$ cat config.mk
export PLATFORM = sky130hd
export DESIGN_NAME = ipwc_ctrl
export DESIGN_NICKNAME = d
export VERILOG_FILES = /design/src/ipwc_pkg.sv /design/src/ipwc_arbiter.sv /design/src/ipwc_ctrl.sv /design/src/ipwc_pin_change.sv
export SDC_FILE = /design/constraint.sdc
export NUM_CORES = 1
export LEC_CHECK = 0
export ABC_CLOCK_PERIOD_IN_PS = 10050
export BUFFER_PORTS_ARGS = -buffer_cell sky130_fd_sc_hd__buf_2
export CAP_MARGIN = 10
export CORE_ASPECT_RATIO = 0.5
export CORE_UTILIZATION = 40
export DETAILED_ROUTE_END_ITERATION = 8
export PLACE_DENSITY_LB_ADDON = 0.12
export SYNTH_ARGS = -nofsm -noshare
export SYNTH_HDL_FRONTEND = slang
export SYNTH_SLANG_ARGS = --single-unit
$ cat constraint.sdc
create_clock -name REF_CLK -period 10.05 [get_ports REF_CLK]
set_input_delay 3.015 -clock REF_CLK [delete_from_list [all_inputs] [get_ports REF_CLK]]
set_output_delay 3.015 -clock REF_CLK [all_outputs]
set_load 0.02 [all_outputs]
$ cat src/ipwc_pkg.sv
package ipwc_pkg;

    localparam int ADDR_W = 8;
    localparam int DATA_W = 32;

    // Register byte offsets
    localparam logic [7:0] OFS_ENABLE = 8'h00;
    localparam logic [7:0] OFS_FLAGS = 8'h04;
    localparam logic [7:0] OFS_LEVEL = 8'h08;
    localparam logic [7:0] OFS_POWER = 8'h0C;
    localparam logic [7:0] OFS_STATUS = 8'h10;

    localparam int SRC_N = 8;
    localparam int FLAG_N = 9;
    localparam int GROUP_N = 6;
    localparam int LEVEL_W = 2;
    localparam int LEVEL_N = 4;
    localparam int IDX_W = 3;
    localparam int VEC_W = 16;
    localparam int SRC_SERIAL = 6;
    localparam int FLG_SERIAL_TX = 6;
    localparam int FLG_SERIAL_RX = 7;
    localparam int FLG_TIMER_C = 8;

    localparam int EN_GLOBAL_BIT = 8;
    localparam int LVL_HIGH_LSB = 8;
    localparam int PWR_IDLE_BIT = 0;
    localparam int PWR_STOP_BIT = 1;
    localparam int PWR_GP_BIT = 2;
    localparam int STAT_MODE_LSB = 0;
    localparam int STAT_INSVC_LSB = 4;
    localparam int STAT_REQ_BIT = 8;
    localparam int STAT_IDX_LSB = 12;

    localparam logic [8:0] RST_ENABLE = 9'h000;
    localparam logic [8:0] RST_FLAGS = 9'h000;
    localparam logic [5:0] RST_LEVEL = 6'h00;
    localparam logic [15:0] RST_VECTOR = 16'h0000;

    // Group of each source, natural order
    localparam int GROUP_OF [SRC_N] = '{0, 0, 1, 1, 2, 3, 4, 5};

    localparam logic [15:0] VECTOR_TABLE [SRC_N] = '{
        16'h0003, 16'h0083, 16'h000B, 16'h008B,
        16'h0013, 16'h001B, 16'h0023, 16'h00EB};

    // Stop-exit wait, worked out in picoseconds, rounded up to REF_CLK cycles
    localparam longint FAST_PERIOD_PS = 31250;
    localparam longint SLOW_PERIOD_PS = 62500000;
    localparam longint REF_PERIOD_PS = 25000;
    localparam longint WAKE_FAST_CLKS = 64;
    localparam longint WAKE_SLOW_CLKS = 5;
    localparam longint WAKE_TIME_PS = WAKE_FAST_CLKS * FAST_PERIOD_PS
        + WAKE_SLOW_CLKS * SLOW_PERIOD_PS;
    localparam int WAKE_CYCLES_DEF = int'((WAKE_TIME_PS + REF_PERIOD_PS - 1) / REF_PERIOD_PS);
    localparam int OSC_STARTUP_DEF = 16;

    typedef enum logic [1:0] {
        MODE_NORMAL,
        MODE_IDLE,
        MODE_STOP,
        MODE_WAKE
    } ipwc_mode_t;

endpackage : ipwc_pkg
$ cat src/ipwc_arbiter.sv
`timescale 1ns/1ps
`default_nettype none
module ipwc_arbiter
    import ipwc_pkg::*;
(
    input wire logic [SRC_N-1:0] req, // Enabled pending sources
    input wire logic [GROUP_N-1:0] lvl_low, // Group level low bits
    input wire logic [GROUP_N-1:0] lvl_high, // Group level high bits
    output logic valid, // Some source wins
    output logic [IDX_W-1:0] idx, // Winning source
    output logic [LEVEL_W-1:0] level // Winner's level
);

    // Highest index first; >= lets the lower index win ties
    always_comb begin
        logic [LEVEL_W-1:0] l;
        l = '0;
        valid = 1'b0;
        idx = '0;
        level = '0;
        for (int i = SRC_N - 1; i >= 0; i--) begin
            l = {lvl_high[GROUP_OF[i]], lvl_low[GROUP_OF[i]]};
            if (req[i] && (!valid || l >= level)) begin
                valid = 1'b1;
                idx = IDX_W'(i);
                level = l;
            end
        end
    end

endmodule : ipwc_arbiter
`default_nettype wire

$ cat src/ipwc_ctrl.sv
// How it works
// - STOP halts fast clock, CPU, peripherals
// - IDLE halts only the CPU
// - Stop bit enters STOP; cleared at wake
// - Idle bit enters IDLE; cleared at wake
// - STOP exits only on pin change
// - IDLE exits on pin change or interrupt
// - Either pin edge wakes
// - Interrupt wake sets its flag
// - STOP exit waits settle time
// - Reset starts in normal mode
// - Watchdog follows option only
// - Events set flags in NORMAL and IDLE only
// - Needs source and global enable
// - Fixed vector per source
// - Natural order breaks ties
// - Vectoring clears non-serial flag
// - Equal level waits for return
// - Two bits per group give level
// - Sources map to six groups
// - Group shares one level
// - Level, then group, then source
// - Higher level preempts lower
// - Idle is bit 0, stop bit 1
`timescale 1ns/1ps
`default_nettype none
module ipwc_ctrl
    import ipwc_pkg::*;
#(
    parameter int P0_WIDTH = 6,
    parameter int WAKE_CYCLES = WAKE_CYCLES_DEF,
    parameter int OSC_STARTUP_CYCLES = OSC_STARTUP_DEF
) (
    input wire logic REF_CLK, // System clock
    input wire logic NRST, // Sync reset
    input wire logic PSEL, // APB select
    input wire logic PENABLE, // APB access phase
    input wire logic PWRITE, // APB write
    input wire logic [ADDR_W-1:0] PADDR, // APB byte address
    input wire logic [DATA_W-1:0] PWDATA, // APB write data
    output logic [DATA_W-1:0] PRDATA, // APB read data
    output logic PREADY, // APB ready
    output logic PSLVERR, // APB error
    input wire logic [FLAG_N-1:0] SRC_EVENT, // Source event pulses
    input wire logic IRQ_ACK, // Vector taken
    input wire logic IRQ_RETURN, // return_from_interrupt done
    output logic IRQ_REQ, // Request to CPU
    output logic [VEC_W-1:0] IRQ_VECTOR, // Offered vector
    output logic [LEVEL_W-1:0] IRQ_LEVEL, // Offered level
    input wire logic [P0_WIDTH-1:0] P0_IN, // Port 0 pin levels
    input wire logic TIMER_A_RUN, // timer_a_run
    input wire logic TIMER_B_RUN, // timer_b_run
    input wire logic TIMER_C_ENABLE, // timer_c_enable
    input wire logic SERIAL_ENABLE, // Serial port enabled
    input wire logic CONV_ENABLE, // Converter enabled
    input wire logic WDT_OPTION_EN, // Watchdog option
    input wire logic WDT_ALWAYS_ON, // Keeps slow_rc_osc running in STOP
    output logic FAST_OSC_EN, // fast_rc_osc running
    output logic SLOW_OSC_EN, // slow_rc_osc running
    output logic CPU_RUN, // CPU executes
    output logic TIMER_A_CLK_EN, // Timer A clocked
    output logic TIMER_B_CLK_EN, // Timer B clocked
    output logic TIMER_C_CLK_EN, // Timer C clocked
    output logic SERIAL_CLK_EN, // Serial port clocked
    output logic CONV_CLK_EN, // Converter clocked
    output logic WDT_RUN, // Watchdog counting
    output logic IRQ_LOGIC_EN, // Interrupt logic alive
    output logic [1:0] POWER_MODE // Operating mode
);

    localparam int TOTAL_WAKE = WAKE_CYCLES + OSC_STARTUP_CYCLES;
    localparam int CNT_W = $clog2(TOTAL_WAKE + 1);

    if (P0_WIDTH < 1 || WAKE_CYCLES < 1 || OSC_STARTUP_CYCLES < 0) begin : g_check
        $error("bad parameters");
    end

    typedef struct packed {
        logic [FLAG_N-1:0] enable;
        logic [FLAG_N-1:0] flags;
        logic [GROUP_N-1:0] lvl_low;
        logic [GROUP_N-1:0] lvl_high;
        logic idle_bit;
        logic stop_bit;
        logic gp_bit;
        ipwc_mode_t mode;
        logic [CNT_W-1:0] wake_cnt;
        logic [LEVEL_N-1:0] in_svc;
        logic irq_req;
        logic [IDX_W-1:0] req_idx;
        logic [LEVEL_W-1:0] req_lvl;
        logic [VEC_W-1:0] vector;
        logic pready;
        logic pslverr;
        logic [DATA_W-1:0] prdata;
        logic fast_osc;
        logic slow_osc;
        logic cpu_run;
        logic tmr_a;
        logic tmr_b;
        logic tmr_c;
        logic serial;
        logic conv;
        logic wdt;
        logic irq_live;
    } ipwc_state_t;

    ipwc_state_t s_reg;
    ipwc_state_t s_next;

    logic [SRC_N-1:0] pend;
    logic [SRC_N-1:0] pend_en;
    logic arb_valid;
    logic [IDX_W-1:0] arb_idx;
    logic [LEVEL_W-1:0] arb_lvl;
    logic pin_change;
    logic low_power;
    logic any_active;
    logic [LEVEL_W-1:0] act_lvl;
    logic [LEVEL_N-1:0] top_active;

    // Serial pends on tx or rx flag
    always_comb begin
        for (int i = 0; i < SRC_N; i++) begin
            pend[i] = s_reg.flags[i];
        end
        pend[SRC_SERIAL] = s_reg.flags[FLG_SERIAL_TX] | s_reg.flags[FLG_SERIAL_RX];
        pend[SRC_N-1] = s_reg.flags[FLG_TIMER_C];
        pend_en = pend & s_reg.enable[SRC_N-1:0]
            & {SRC_N{s_reg.enable[EN_GLOBAL_BIT]}};
    end

    // Highest level now in service
    always_comb begin
        any_active = |s_reg.in_svc;
        act_lvl = '0;
        top_active = '0;
        for (int l = 0; l < LEVEL_N; l++) begin
            if (s_reg.in_svc[l]) begin
                act_lvl = LEVEL_W'(l);
                top_active = LEVEL_N'(1) << l;
            end
        end
    end

    assign low_power = (s_reg.mode == MODE_IDLE) || (s_reg.mode == MODE_STOP);

    ipwc_arbiter u_arbiter (
        .req(pend_en),
        .lvl_low(s_reg.lvl_low),
        .lvl_high(s_reg.lvl_high),
        .valid(arb_valid),
        .idx(arb_idx),
        .level(arb_lvl)
    );

    // Never disabled by software
    ipwc_pin_change #(
        .WIDTH(P0_WIDTH)
    ) u_pin_change (
        .clk(REF_CLK),
        .nrst(NRST),
        .pins(P0_IN),
        .armed(low_power),
        .change(pin_change)
    );

    always_comb begin
        logic setup;
        logic wr;
        logic ack;
        logic live;
        logic [FLAG_N-1:0] set_mask;
        logic [FLAG_N-1:0] clr_mask;
        setup = PSEL && !PENABLE;
        wr = PSEL && PENABLE && PWRITE && s_reg.pready && !s_reg.pslverr;
        ack = IRQ_ACK && s_reg.irq_req;
        live = (s_reg.mode == MODE_NORMAL) || (s_reg.mode == MODE_IDLE);
        set_mask = '0;
        clr_mask = '0;
        s_next = s_reg;

        // Zero wait states; read data captured at setup
        s_next.pready = setup;
        if (setup) begin
            s_next.pslverr = 1'b0;
            s_next.prdata = '0;
            case (PADDR)
                OFS_ENABLE: s_next.prdata[FLAG_N-1:0] = s_reg.enable;
                OFS_FLAGS: s_next.prdata[FLAG_N-1:0] = s_reg.flags;
                OFS_LEVEL: begin
                    s_next.prdata[GROUP_N-1:0] = s_reg.lvl_low;
                    s_next.prdata[LVL_HIGH_LSB +: GROUP_N] = s_reg.lvl_high;
                end
                OFS_POWER: begin
                    s_next.prdata[PWR_IDLE_BIT] = s_reg.idle_bit;
                    s_next.prdata[PWR_STOP_BIT] = s_reg.stop_bit;
                    s_next.prdata[PWR_GP_BIT] = s_reg.gp_bit;
                end
                OFS_STATUS: begin
                    s_next.prdata[STAT_MODE_LSB +: 2] = s_reg.mode;
                    s_next.prdata[STAT_INSVC_LSB +: LEVEL_N] = s_reg.in_svc;
                    s_next.prdata[STAT_REQ_BIT] = s_reg.irq_req;
                    s_next.prdata[STAT_IDX_LSB +: IDX_W] = s_reg.req_idx;
                end
                default: s_next.pslverr = 1'b1;
            endcase
        end

        if (wr) begin
            case (PADDR)
                OFS_ENABLE: s_next.enable = PWDATA[FLAG_N-1:0];
                OFS_FLAGS: clr_mask = PWDATA[FLAG_N-1:0];
                OFS_LEVEL: begin
                    s_next.lvl_low = PWDATA[GROUP_N-1:0];
                    s_next.lvl_high = PWDATA[LVL_HIGH_LSB +: GROUP_N];
                end
                OFS_POWER: begin
                    s_next.gp_bit = PWDATA[PWR_GP_BIT];
                    if (s_reg.mode == MODE_NORMAL && PWDATA[PWR_STOP_BIT]) begin
                        s_next.stop_bit = 1'b1;
                        s_next.mode = MODE_STOP;
                    end else if (s_reg.mode == MODE_NORMAL && PWDATA[PWR_IDLE_BIT]) begin
                        s_next.idle_bit = 1'b1;
                        s_next.mode = MODE_IDLE;
                    end
                end
                default: ;
            endcase
        end

        // Vectoring clears the taken flag, except the serial flags
        if (ack && s_reg.req_idx != IDX_W'(SRC_SERIAL)) begin
            if (s_reg.req_idx == IDX_W'(SRC_N - 1)) begin
                clr_mask[FLG_TIMER_C] = 1'b1;
            end else begin
                clr_mask[s_reg.req_idx] = 1'b1;
            end
        end

        // Events land even when disabled, not in STOP or WAKE
        if (live) begin
            set_mask = SRC_EVENT;
        end
        s_next.flags = (s_reg.flags & ~clr_mask) | set_mask;

        if (IRQ_RETURN) begin
            s_next.in_svc = s_reg.in_svc & ~top_active;
        end
        if (ack) begin
            s_next.in_svc[s_reg.req_lvl] = 1'b1;
        end

        // Only a strictly higher level is offered
        s_next.irq_req = (s_reg.mode == MODE_NORMAL) && !ack && arb_valid
            && (!any_active || arb_lvl > act_lvl);
        s_next.req_idx = arb_idx;
        s_next.req_lvl = arb_lvl;
        s_next.vector = VECTOR_TABLE[arb_idx];

        case (s_reg.mode)
            MODE_NORMAL: ;
            MODE_IDLE: begin
                if (pin_change || arb_valid) begin
                    s_next.idle_bit = 1'b0;
                    s_next.mode = MODE_NORMAL;
                end
            end
            MODE_STOP: begin
                if (pin_change) begin
                    s_next.wake_cnt = CNT_W'(TOTAL_WAKE - 1);
                    s_next.mode = MODE_WAKE;
                end
            end
            MODE_WAKE: begin
                if (s_reg.wake_cnt == '0) begin
                    s_next.stop_bit = 1'b0;
                    s_next.mode = MODE_NORMAL;
                end else begin
                    s_next.wake_cnt = s_reg.wake_cnt - CNT_W'(1);
                end
            end
            default: s_next.mode = MODE_NORMAL;
        endcase

        // Gating follows the mode being entered
        s_next.fast_osc = (s_next.mode == MODE_NORMAL) || (s_next.mode == MODE_IDLE);
        s_next.slow_osc = s_next.fast_osc || WDT_ALWAYS_ON;
        s_next.cpu_run = (s_next.mode == MODE_NORMAL);
        s_next.tmr_a = s_next.fast_osc && TIMER_A_RUN;
        s_next.tmr_b = s_next.fast_osc && TIMER_B_RUN;
        s_next.tmr_c = s_next.fast_osc && TIMER_C_ENABLE;
        s_next.serial = s_next.fast_osc && SERIAL_ENABLE;
        s_next.conv = s_next.fast_osc && CONV_ENABLE;
        s_next.wdt = WDT_OPTION_EN;
        s_next.irq_live = s_next.fast_osc;
    end

    always_ff @(posedge REF_CLK) begin
        if (!NRST) begin
            s_reg <= '0;
            s_reg.enable <= RST_ENABLE;
            s_reg.flags <= RST_FLAGS;
            s_reg.lvl_low <= RST_LEVEL;
            s_reg.lvl_high <= RST_LEVEL;
            s_reg.vector <= RST_VECTOR;
            s_reg.mode <= MODE_NORMAL;
            s_reg.fast_osc <= 1'b1;
            s_reg.slow_osc <= 1'b1;
            s_reg.cpu_run <= 1'b1;
            s_reg.irq_live <= 1'b1;
        end else begin
            s_reg <= s_next;
        end
    end

    assign PRDATA = s_reg.prdata;
    assign PREADY = s_reg.pready;
    assign PSLVERR = s_reg.pslverr;
    assign IRQ_REQ = s_reg.irq_req;
    assign IRQ_VECTOR = s_reg.vector;
    assign IRQ_LEVEL = s_reg.req_lvl;
    assign FAST_OSC_EN = s_reg.fast_osc;
    assign SLOW_OSC_EN = s_reg.slow_osc;
    assign CPU_RUN = s_reg.cpu_run;
    assign TIMER_A_CLK_EN = s_reg.tmr_a;
    assign TIMER_B_CLK_EN = s_reg.tmr_b;
    assign TIMER_C_CLK_EN = s_reg.tmr_c;
    assign SERIAL_CLK_EN = s_reg.serial;
    assign CONV_CLK_EN = s_reg.conv;
    assign WDT_RUN = s_reg.wdt;
    assign IRQ_LOGIC_EN = s_reg.irq_live;
    assign POWER_MODE = s_reg.mode;

endmodule : ipwc_ctrl
`default_nettype wire

$ cat src/ipwc_pin_change.sv
`timescale 1ns/1ps
`default_nettype none
module ipwc_pin_change #(
    parameter int WIDTH = 6
) (
    input wire logic clk, // Clock
    input wire logic nrst, // Synchronous reset, active low
    input wire logic [WIDTH-1:0] pins, // Port pins
    input wire logic armed, // Detection allowed
    output logic change // Pin toggled while armed
);

    typedef struct packed {
        logic [WIDTH-1:0] prev;
    } ipwc_pc_state_t;

    ipwc_pc_state_t s_reg;
    ipwc_pc_state_t s_next;

    always_comb begin
        s_next = s_reg;
        s_next.prev = pins;
    end

    // Either edge on any pin
    assign change = armed && (pins != s_reg.prev);

    always_ff @(posedge clk) begin
        if (!nrst) begin
            s_reg <= '0;
        end else begin
            s_reg <= s_next;
        end
    end

endmodule : ipwc_pin_change
`default_nettype wire

---- After elaboration in Yosys (flattened, before gate mapping) ----
Memory sizes are Yosys's and may differ from the RTL's. A register that Yosys moved wholly into a read port is not among the register bits.
Index checks and enable logic that the tools add are counted.
storage, ports and cells
  register bits ........................... 91
  bits in latches ......................... 0
  RAM bits ................................ 0
  bits in read-only memories .............. 128
  bits of input ports ..................... 69
  output and inout port bits .............. 65
  logic and storage cells ................. 197
  memories kept ........................... 1
memory list
  name             words  bits a word  rd ports  clocked after Yosys merged registers in  wr ports  RTL line          RTL
  (no name shown)  8      16           1         1                                        0         ipwc_ctrl.sv:259  s_next.vector = VECTOR_TABLE[arb_idx];
operators by class
  add/subtract/negate cells ............... 1
  multiply operators ...................... 0
  divide/modulo/power cells ............... 0
  order comparisons ....................... 12
  eq/ne operators ......................... 13
  shift operators ......................... 0
  multiplexer cells ....................... 70
  bitwise gates (word level) .............. 11
  reductions and logical operators ........ 63
operators by type and width
  cell                                                                    number
  9-bit two-way mux                                                       4
  2-bit two-way mux                                                       14
  14-bit one-hot mux with 2 select lines                                  1
  1-bit logical AND                                                       27
  3-bit two-way mux                                                       9
  1-bit two-way mux                                                       22
  4-bit two-way mux                                                       5
  8-bit AND                                                               2
  8-bit by 4-bit equality test with 1-bit output (second input constant)  2
  16-bit two-way mux                                                      1
  2-bit >= comparator                                                     7
  14-bit zero test                                                        1
  14-bit two-way mux                                                      1
  14-bit by 1-bit subtractor with 14-bit output (second input constant)   1
  1-bit logical OR                                                        13
  1-bit zero test                                                         12
  2-bit one-hot mux with 3 select lines                                   2
  5-bit two-way mux                                                       2
  2-bit one-hot mux with 5 select lines                                   1
  9-bit AND                                                               1
  9-bit inverter                                                          1
  9-bit by 8-bit OR with 9-bit output                                     1
  9-bit OR                                                                1
  8-bit by 3-bit equality test with 1-bit output (second input constant)  1
  other kinds (31)                                                        38

---- Depth between registers and ports, before layout ----
  depth in word-level cells ............... 38
  gate-level depth with buffers ........... 54
  mapped depth without buffers ............ 52

---- Hierarchy ----
Synthesis repeated with hierarchy kept, for this count alone.
unflattened totals
  cell total of the unflattened synthesis .. 675
  area, all modules ....................... 5,660.4 um^2
modules (own cells, without submodules)
  module           times used  cells an instance  area an instance (um^2)  seq. area each (um^2)
  ipwc_ctrl        1           555                4,695.8                  1,821.7
  ipwc_arbiter     1           100                739.5                    0.0
  ipwc_pin_change  1           20                 225.2                    120.1

---- Worst setup path after synthesis ----
Ideal clock, no wire load.
  kind .................................... reg2reg
  from .................................... reg s_reg[118] (netlist bit)
  to ...................................... reg s_reg (netlist bit IRQ_REQ)
  setup time .............................. 0.126 ns
  arrival ................................. 8.385 ns
  data required time ...................... 9.924 ns
  slack ................................... 1.540 ns
  stages on the path, launching flop included .. 52
  path buffers ............................ 2
  cell sequence ........................... dfxtp_1 clkbuf_1 buf_2 and4_1 ha_1 nand2b_1 a211oi_1 o211ai_1 and2_1 ha_1 a21oi_1 a21oi_1 a21oi_1 a21o_1 ha_1 nand2b_1 a21oi_1 a21oi_1 [16 not listed] ha_1 a21oi_1 a21oi_1 inv_1 nor2_1 a31oi_1 ha_1 nand2b_1 a21oi_1 a21oi_1 nor2_1 nor2_1 a31oi_1 ha_1 a21oi_1 a21oi_1 o2111ai_1 nor2_1
on the way
  cells in the longest elaborated chain, start to end .. 33
  elaborated cells on any way between the ends .. 49
  those cells by class .................... order compare: 8; mux: 16; bitwise: 1; reduce/logical: 24
ends and longest elaborated chain
  what                                                           RTL line            RTL
  start, declared                                                ipwc_ctrl.sv:108    ipwc_state_t s_reg;
  start signal, assigned                                         ipwc_ctrl.sv:313    s_reg <= s_next;
  8-bit AND (*)                                                  ipwc_ctrl.sv:130    & {SRC_N{s_reg.enable[EN_GLOBAL_BIT]}};
  2-bit two-way mux / 1-bit two-way mux (equally long branches)  ipwc_arbiter.sv:23  if (req[i] && (!valid || l >= level)) begin
  2-bit >= comparator / 1-bit zero test (equally long branches)  ipwc_arbiter.sv:23
  1-bit logical OR                                               ipwc_arbiter.sv:23
  1-bit logical AND                                              ipwc_arbiter.sv:23
  2-bit two-way mux / 1-bit two-way mux (equally long branches)  ipwc_arbiter.sv:23
  2-bit >= comparator / 1-bit zero test (equally long branches)  ipwc_arbiter.sv:23
  1-bit logical OR                                               ipwc_arbiter.sv:23
  [18 not listed]                                                n/a
  2-bit >= comparator / 1-bit zero test (equally long branches)  ipwc_arbiter.sv:23
  1-bit logical OR                                               ipwc_arbiter.sv:23
  1-bit logical AND                                              ipwc_arbiter.sv:23
  2-bit two-way mux (*)                                          ipwc_arbiter.sv:23
  net arb_lvl[1]                                                 ipwc_ctrl.sv:115    logic [LEVEL_W-1:0] arb_lvl;
  2-bit > comparator (*)                                         ipwc_ctrl.sv:256    && (!any_active || arb_lvl > act_lvl);
  1-bit logical OR (*)                                           ipwc_ctrl.sv:256
  1-bit logical AND (*)                                          ipwc_ctrl.sv:256
Mark *: on every way through the listed nets, which the timed path passes. The rest lies on a longest branch.
A chain may end at the register's enable or synchronous reset.

---- Worst setup path after layout ----
  from .................................... reg s_reg (netlist bit pend[7])
  to ...................................... reg s_reg (netlist bit IRQ_REQ)
on the way
  cells in the longest elaborated chain, start to end .. 34
  elaborated cells on any way between the ends .. 50
  those cells by class .................... order compare: 8; mux: 16; bitwise: 2; reduce/logical: 24
ends and longest elaborated chain
  what                                                           RTL line            RTL
  8-bit AND (*)                                                  ipwc_ctrl.sv:129    pend_en = pend & s_reg.enable[SRC_N-1:0]
  8-bit AND (*)                                                  ipwc_ctrl.sv:130
  2-bit two-way mux / 1-bit two-way mux (equally long branches)  ipwc_arbiter.sv:23
  2-bit >= comparator / 1-bit zero test (equally long branches)  ipwc_arbiter.sv:23
  1-bit logical OR                                               ipwc_arbiter.sv:23
  1-bit logical AND                                              ipwc_arbiter.sv:23
  2-bit two-way mux / 1-bit two-way mux (equally long branches)  ipwc_arbiter.sv:23
  2-bit >= comparator / 1-bit zero test (equally long branches)  ipwc_arbiter.sv:23
  [19 not listed]                                                n/a
  2-bit >= comparator / 1-bit zero test (equally long branches)  ipwc_arbiter.sv:23
  1-bit logical OR                                               ipwc_arbiter.sv:23
  1-bit logical AND                                              ipwc_arbiter.sv:23
  2-bit two-way mux (*)                                          ipwc_arbiter.sv:23
  net arb_lvl[1]                                                 ipwc_ctrl.sv:115
  2-bit > comparator (*)                                         ipwc_ctrl.sv:256
  1-bit logical OR (*)                                           ipwc_ctrl.sv:256
  1-bit logical AND (*)                                          ipwc_ctrl.sv:256
Marks and branches as above.

==> flow_metrics.py <==
metrics = {
    "outcome": {
        "outcome": "finished with violations",
        "violations": "design-rule violations",
    },
    "routing": {
        "route.vias.total": 4635,
        "wl_per_cell_um": 16.0,
        "ant_nets": 0,
        "drt-vias-per-instance": 5.24,
        "drt_drc_violations_left": 6,
        "initialDrtViolationCount": 353,
        "first_pass_iters": 7,
        "route.final.wire_length_um": 14100,
    },
    "synth": {
        "synthXorXnorAreaFrac": 0.0228,
        "synth_edf_count": 0,
        "postSynthRegisterBits": 97,
        "most_instantiated_library_cell_after_synthesis": "dfxtp_1",
        "ys_dominant_reg_cell": "dfxtp_1",
        "yosysUniqueCellTypes": 58,
        "yosysTopAreaCellShare": 0.361,
        "syn-instance-count": 658,
        "synth-compound-area-share": 0.164,
        "synth_adder_area_share": 0.0512,
        "synth_top_family_by_area": "simple AND/OR/NAND/NOR gates",
        "ys_seq_area_frac": 0.361,
        "post_synth_instance_area_um2": 5380,
        "ys_top_cells_by_area": "dfxtp_1, buf_4, nand2_1",
        "yosys_warnings": 0,
        "yosys-mux-area-fraction": 0.0384,
        "synthSimpleGateAreaFrac": 0.254,
        "synth_top_cell_by_area": "dfxtp_1",
        "async_reset_ff_frac": 0,
        "avgSynthCellArea_um2": 8.18,
        "synth_commonest_cells": "dfxtp_1, nand2_1, nor2_1",
    },
    "critical_path": {
        "critPathKind": "reg -> reg",
        "rr_endpoint": "IRQ_REQ$_SDFF_PN0_",
        "cp_max_fanout": 6,
        "timing.critical_path.slowest_cell_delay_ns": 0.44,
        "start_kind": "flop",
        "worst_ep_arrival_time_ns": 9.27,
        "r2r_slack_ns": 0.99,
        "r2r-start": "pend[7]$_SDFF_PN0_",
        "cp-end-kind": "flop",
        "worstRegToRegCells": 49,
        "worst-endpoint-required_ns": 10.26,
        "worst_path_max_delay_cell": "dfxtp_1",
        "timing.critical_path.mode_cell": "a21oi_1",
    },
    "grt": {
        "grt_usage": 0.210,
        "grt_first_pass_wirelength_um": 22800,
        "grt_pass1_vias": 4209,
        "globalRouteOverflowTotal": 0,
        "antenna_found_initial": 0,
        "grt_max_degree": 50,
    },
    "clock_network": {
        "cts-root-buf": "clkbuf_16",
        "tritoncts_clock_tree": "built",
        "clock_sinks": 97,
        "clockBufferDepth": 2,
        "cts_buffers": 9,
        "cts_htree_levels": 3,
        "worstSkewPairLatency_ns": 0.35,
        "clkTransAtPathRegs_ns": 0.07,
    },
    "sta": {
        "final.period_utilization": 0.901,
        "timing.final.ws_setup_ns": 0.990,
        "final-setup-viol-count": 0,
        "period_needed_ns": 9.06,
        "worst_slew_pin_slew_ns": 0.875,
        "hold_viol": 0,
        "timing.final.max_slew_violations": 0,
        "rsz0062_at_grt": "false",
        "max_freq_ghz": 0.110,
        "finalClockSkew_ns": 0.0140,
        "final.setup.tns_ns": 0,
        "timing.max_slew.rel_slack": 0.412,
    },
    "min_path": {
        "min_from": "PRDATA[14]$_SDFFE_PN0P_",
        "number_of_instances_on_the_worst_hold_path": 2,
        "hold_path.class": "reg -> reg",
        "holdPathEnd": "PRDATA[14]$_SDFFE_PN0P_",
    },
    "power": {
        "p_leak_nw": 2.49,
        "power-per-cell-area_nw_per_um2": 136,
        "ir_drop_worst_vdd_v": 0.0000744,
    },
    "placement": {
        "io_buffers": 89,
        "finalWeightedCongestion": 0.825,
        "detailedPlace.worstSlack_ns": 0.677,
        "detailedPlacementHpwl_um": 10400,
    },
    "cells_and_area": {
        "largest_register_ffs": 47,
        "area_taken_by_multi_input_logic_gates_um2": 2970,
        "final-seq-area_um2": 1940,
        "n_antenna_cell": 0,
        "final.fill_count": 1325,
        "finish.net_count": 800,
        "share_of_final_layout_standard_cells_stronger_than_drive_strength_1": 0.188,
        "syn2layout_area_growth_pct": 11.1,
    },
    "flow_run": {
        "timing.max_cap.violations": 0,
    },
    "floorplanning": {
        "initial_utilization": 0.418,
        "die_width_um": 166,
        "core_area_um2": 12900,
        "io-pin-count": 134,
        "vertical_extent_of_the_die_um": 84.0,
        "row_count": 29,
        "fp.dieArea_um2": 13900,
    },
}
==> report_power, final <==
group	total, mW	switching [mW]	internal, mW
clock network	0.355	0.160	0.195
logic	0.0612	0.0406	0.0206
registers	0.398	0.00620	0.392
==> per-stage QoR <==
stage	power (mW)	hold slack, ns	area, um2	util	instances
3_3_place_gp	0.468	0.438	5640	0.438	866
6_report	0.815	0.446	5980	0.464	884
3_5_place_dp	0.468	0.442	5640	0.438	866
2_1_floorplan	0.453	0.430	5470	-	683
5_1_grt	0.842	0.483	5980	0.464	884
4_1_cts	0.823	0.451	5940	0.461	882
==> worst max-delay path by stage <==
stage | to | slack, ns | cells after the start | start
floorplan | IRQ_REQ$_SDFF_PN0_ | 1.54 | 51 | s_reg[118]$_SDFFE_PN0P_
global placement | IRQ_REQ$_SDFF_PN0_ | 0.76 | 50 | pend[7]$_SDFF_PN0_
detailed placement | IRQ_REQ$_SDFF_PN0_ | 0.68 | 50 | pend[7]$_SDFF_PN0_
CTS | IRQ_REQ$_SDFF_PN0_ | 0.62 | 50 | s_reg[117]$_SDFFE_PN0P_
global route | IRQ_REQ$_SDFF_PN0_ | 0.09 | 50 | s_reg[117]$_SDFFE_PN0P_
finish | IRQ_REQ$_SDFF_PN0_ | 0.99 | 49 | pend[7]$_SDFF_PN0_
==> cell families (layout without fill, tap and decap cells) <==
logic type      after synthesis  after routing
flops                        97             97
other cells                   1             26
compound gates              136            136
mux                          19             19
fa+ha+maj                    22             22
simple gates                272            272
xor+xnor                     14             14
buf+inv                      97            128
==> area by class of cell <==
type,count,share of cell area
Clock buffer,9,0.0377
Timing Repair Buffer,94,0.0804
Sequential cell,97,0.325
Tap cell,170,0.0356
Multi-Input combinational cell,489,0.497
Inverter,18,0.0113
Clock inverter,7,0.0128
==> repair_timing <==
action | in CTS | in global routing
gates resized for setup | 0 | 7
setup buffers | 0 | 1
hold buffers | 0 | 0
endpoints found under the setup margin | 0 | 2
==> critical path: cells and delay by family (launching register included) <==
family,cells,cell delay [ns]
compound gates,24,4.23
fa+ha+maj,8,2.01
buf+inv,2,0.22
flops,1,0.44
simple gates,15,2.03
==> cells in the final DEF (no fill, tap or decap), types with 4 or more instances in the layout <==
cell       count
mux2i_1       15
clkbuf_16      9
buf_4          4
nand2_1       91
nand3_1       27
nand2b_1      11
a221oi_1      12
o21ai_1        4
xnor2_1       12
dfxtp_1       97
conb_1        26
o21ai_0       16
a22oi_1        5
a311oi_1       5
nor2b_1        9
a21oi_1       47
nand4_1       15
nor2_1        59
buf_2         90
ha_1          22
nor3_1        12
a21o_1        14
nand3b_1       4
o21a_1         4
a21oi_2        6
and2_1        16
inv_1         18
and3_1         5
==> metal layers <==
metal  GRT usage  part of all wire  vias up  wire length [um]
li1            -                 -     2331                 -
met1       0.286              0.50     2194              7010
met2       0.344              0.45      100              6380
met3      0.0384             0.044       10               628
met4      0.0425            0.0067        0                95
met5           0                 0        -                 0
Power figures use the tool's default switching activity.
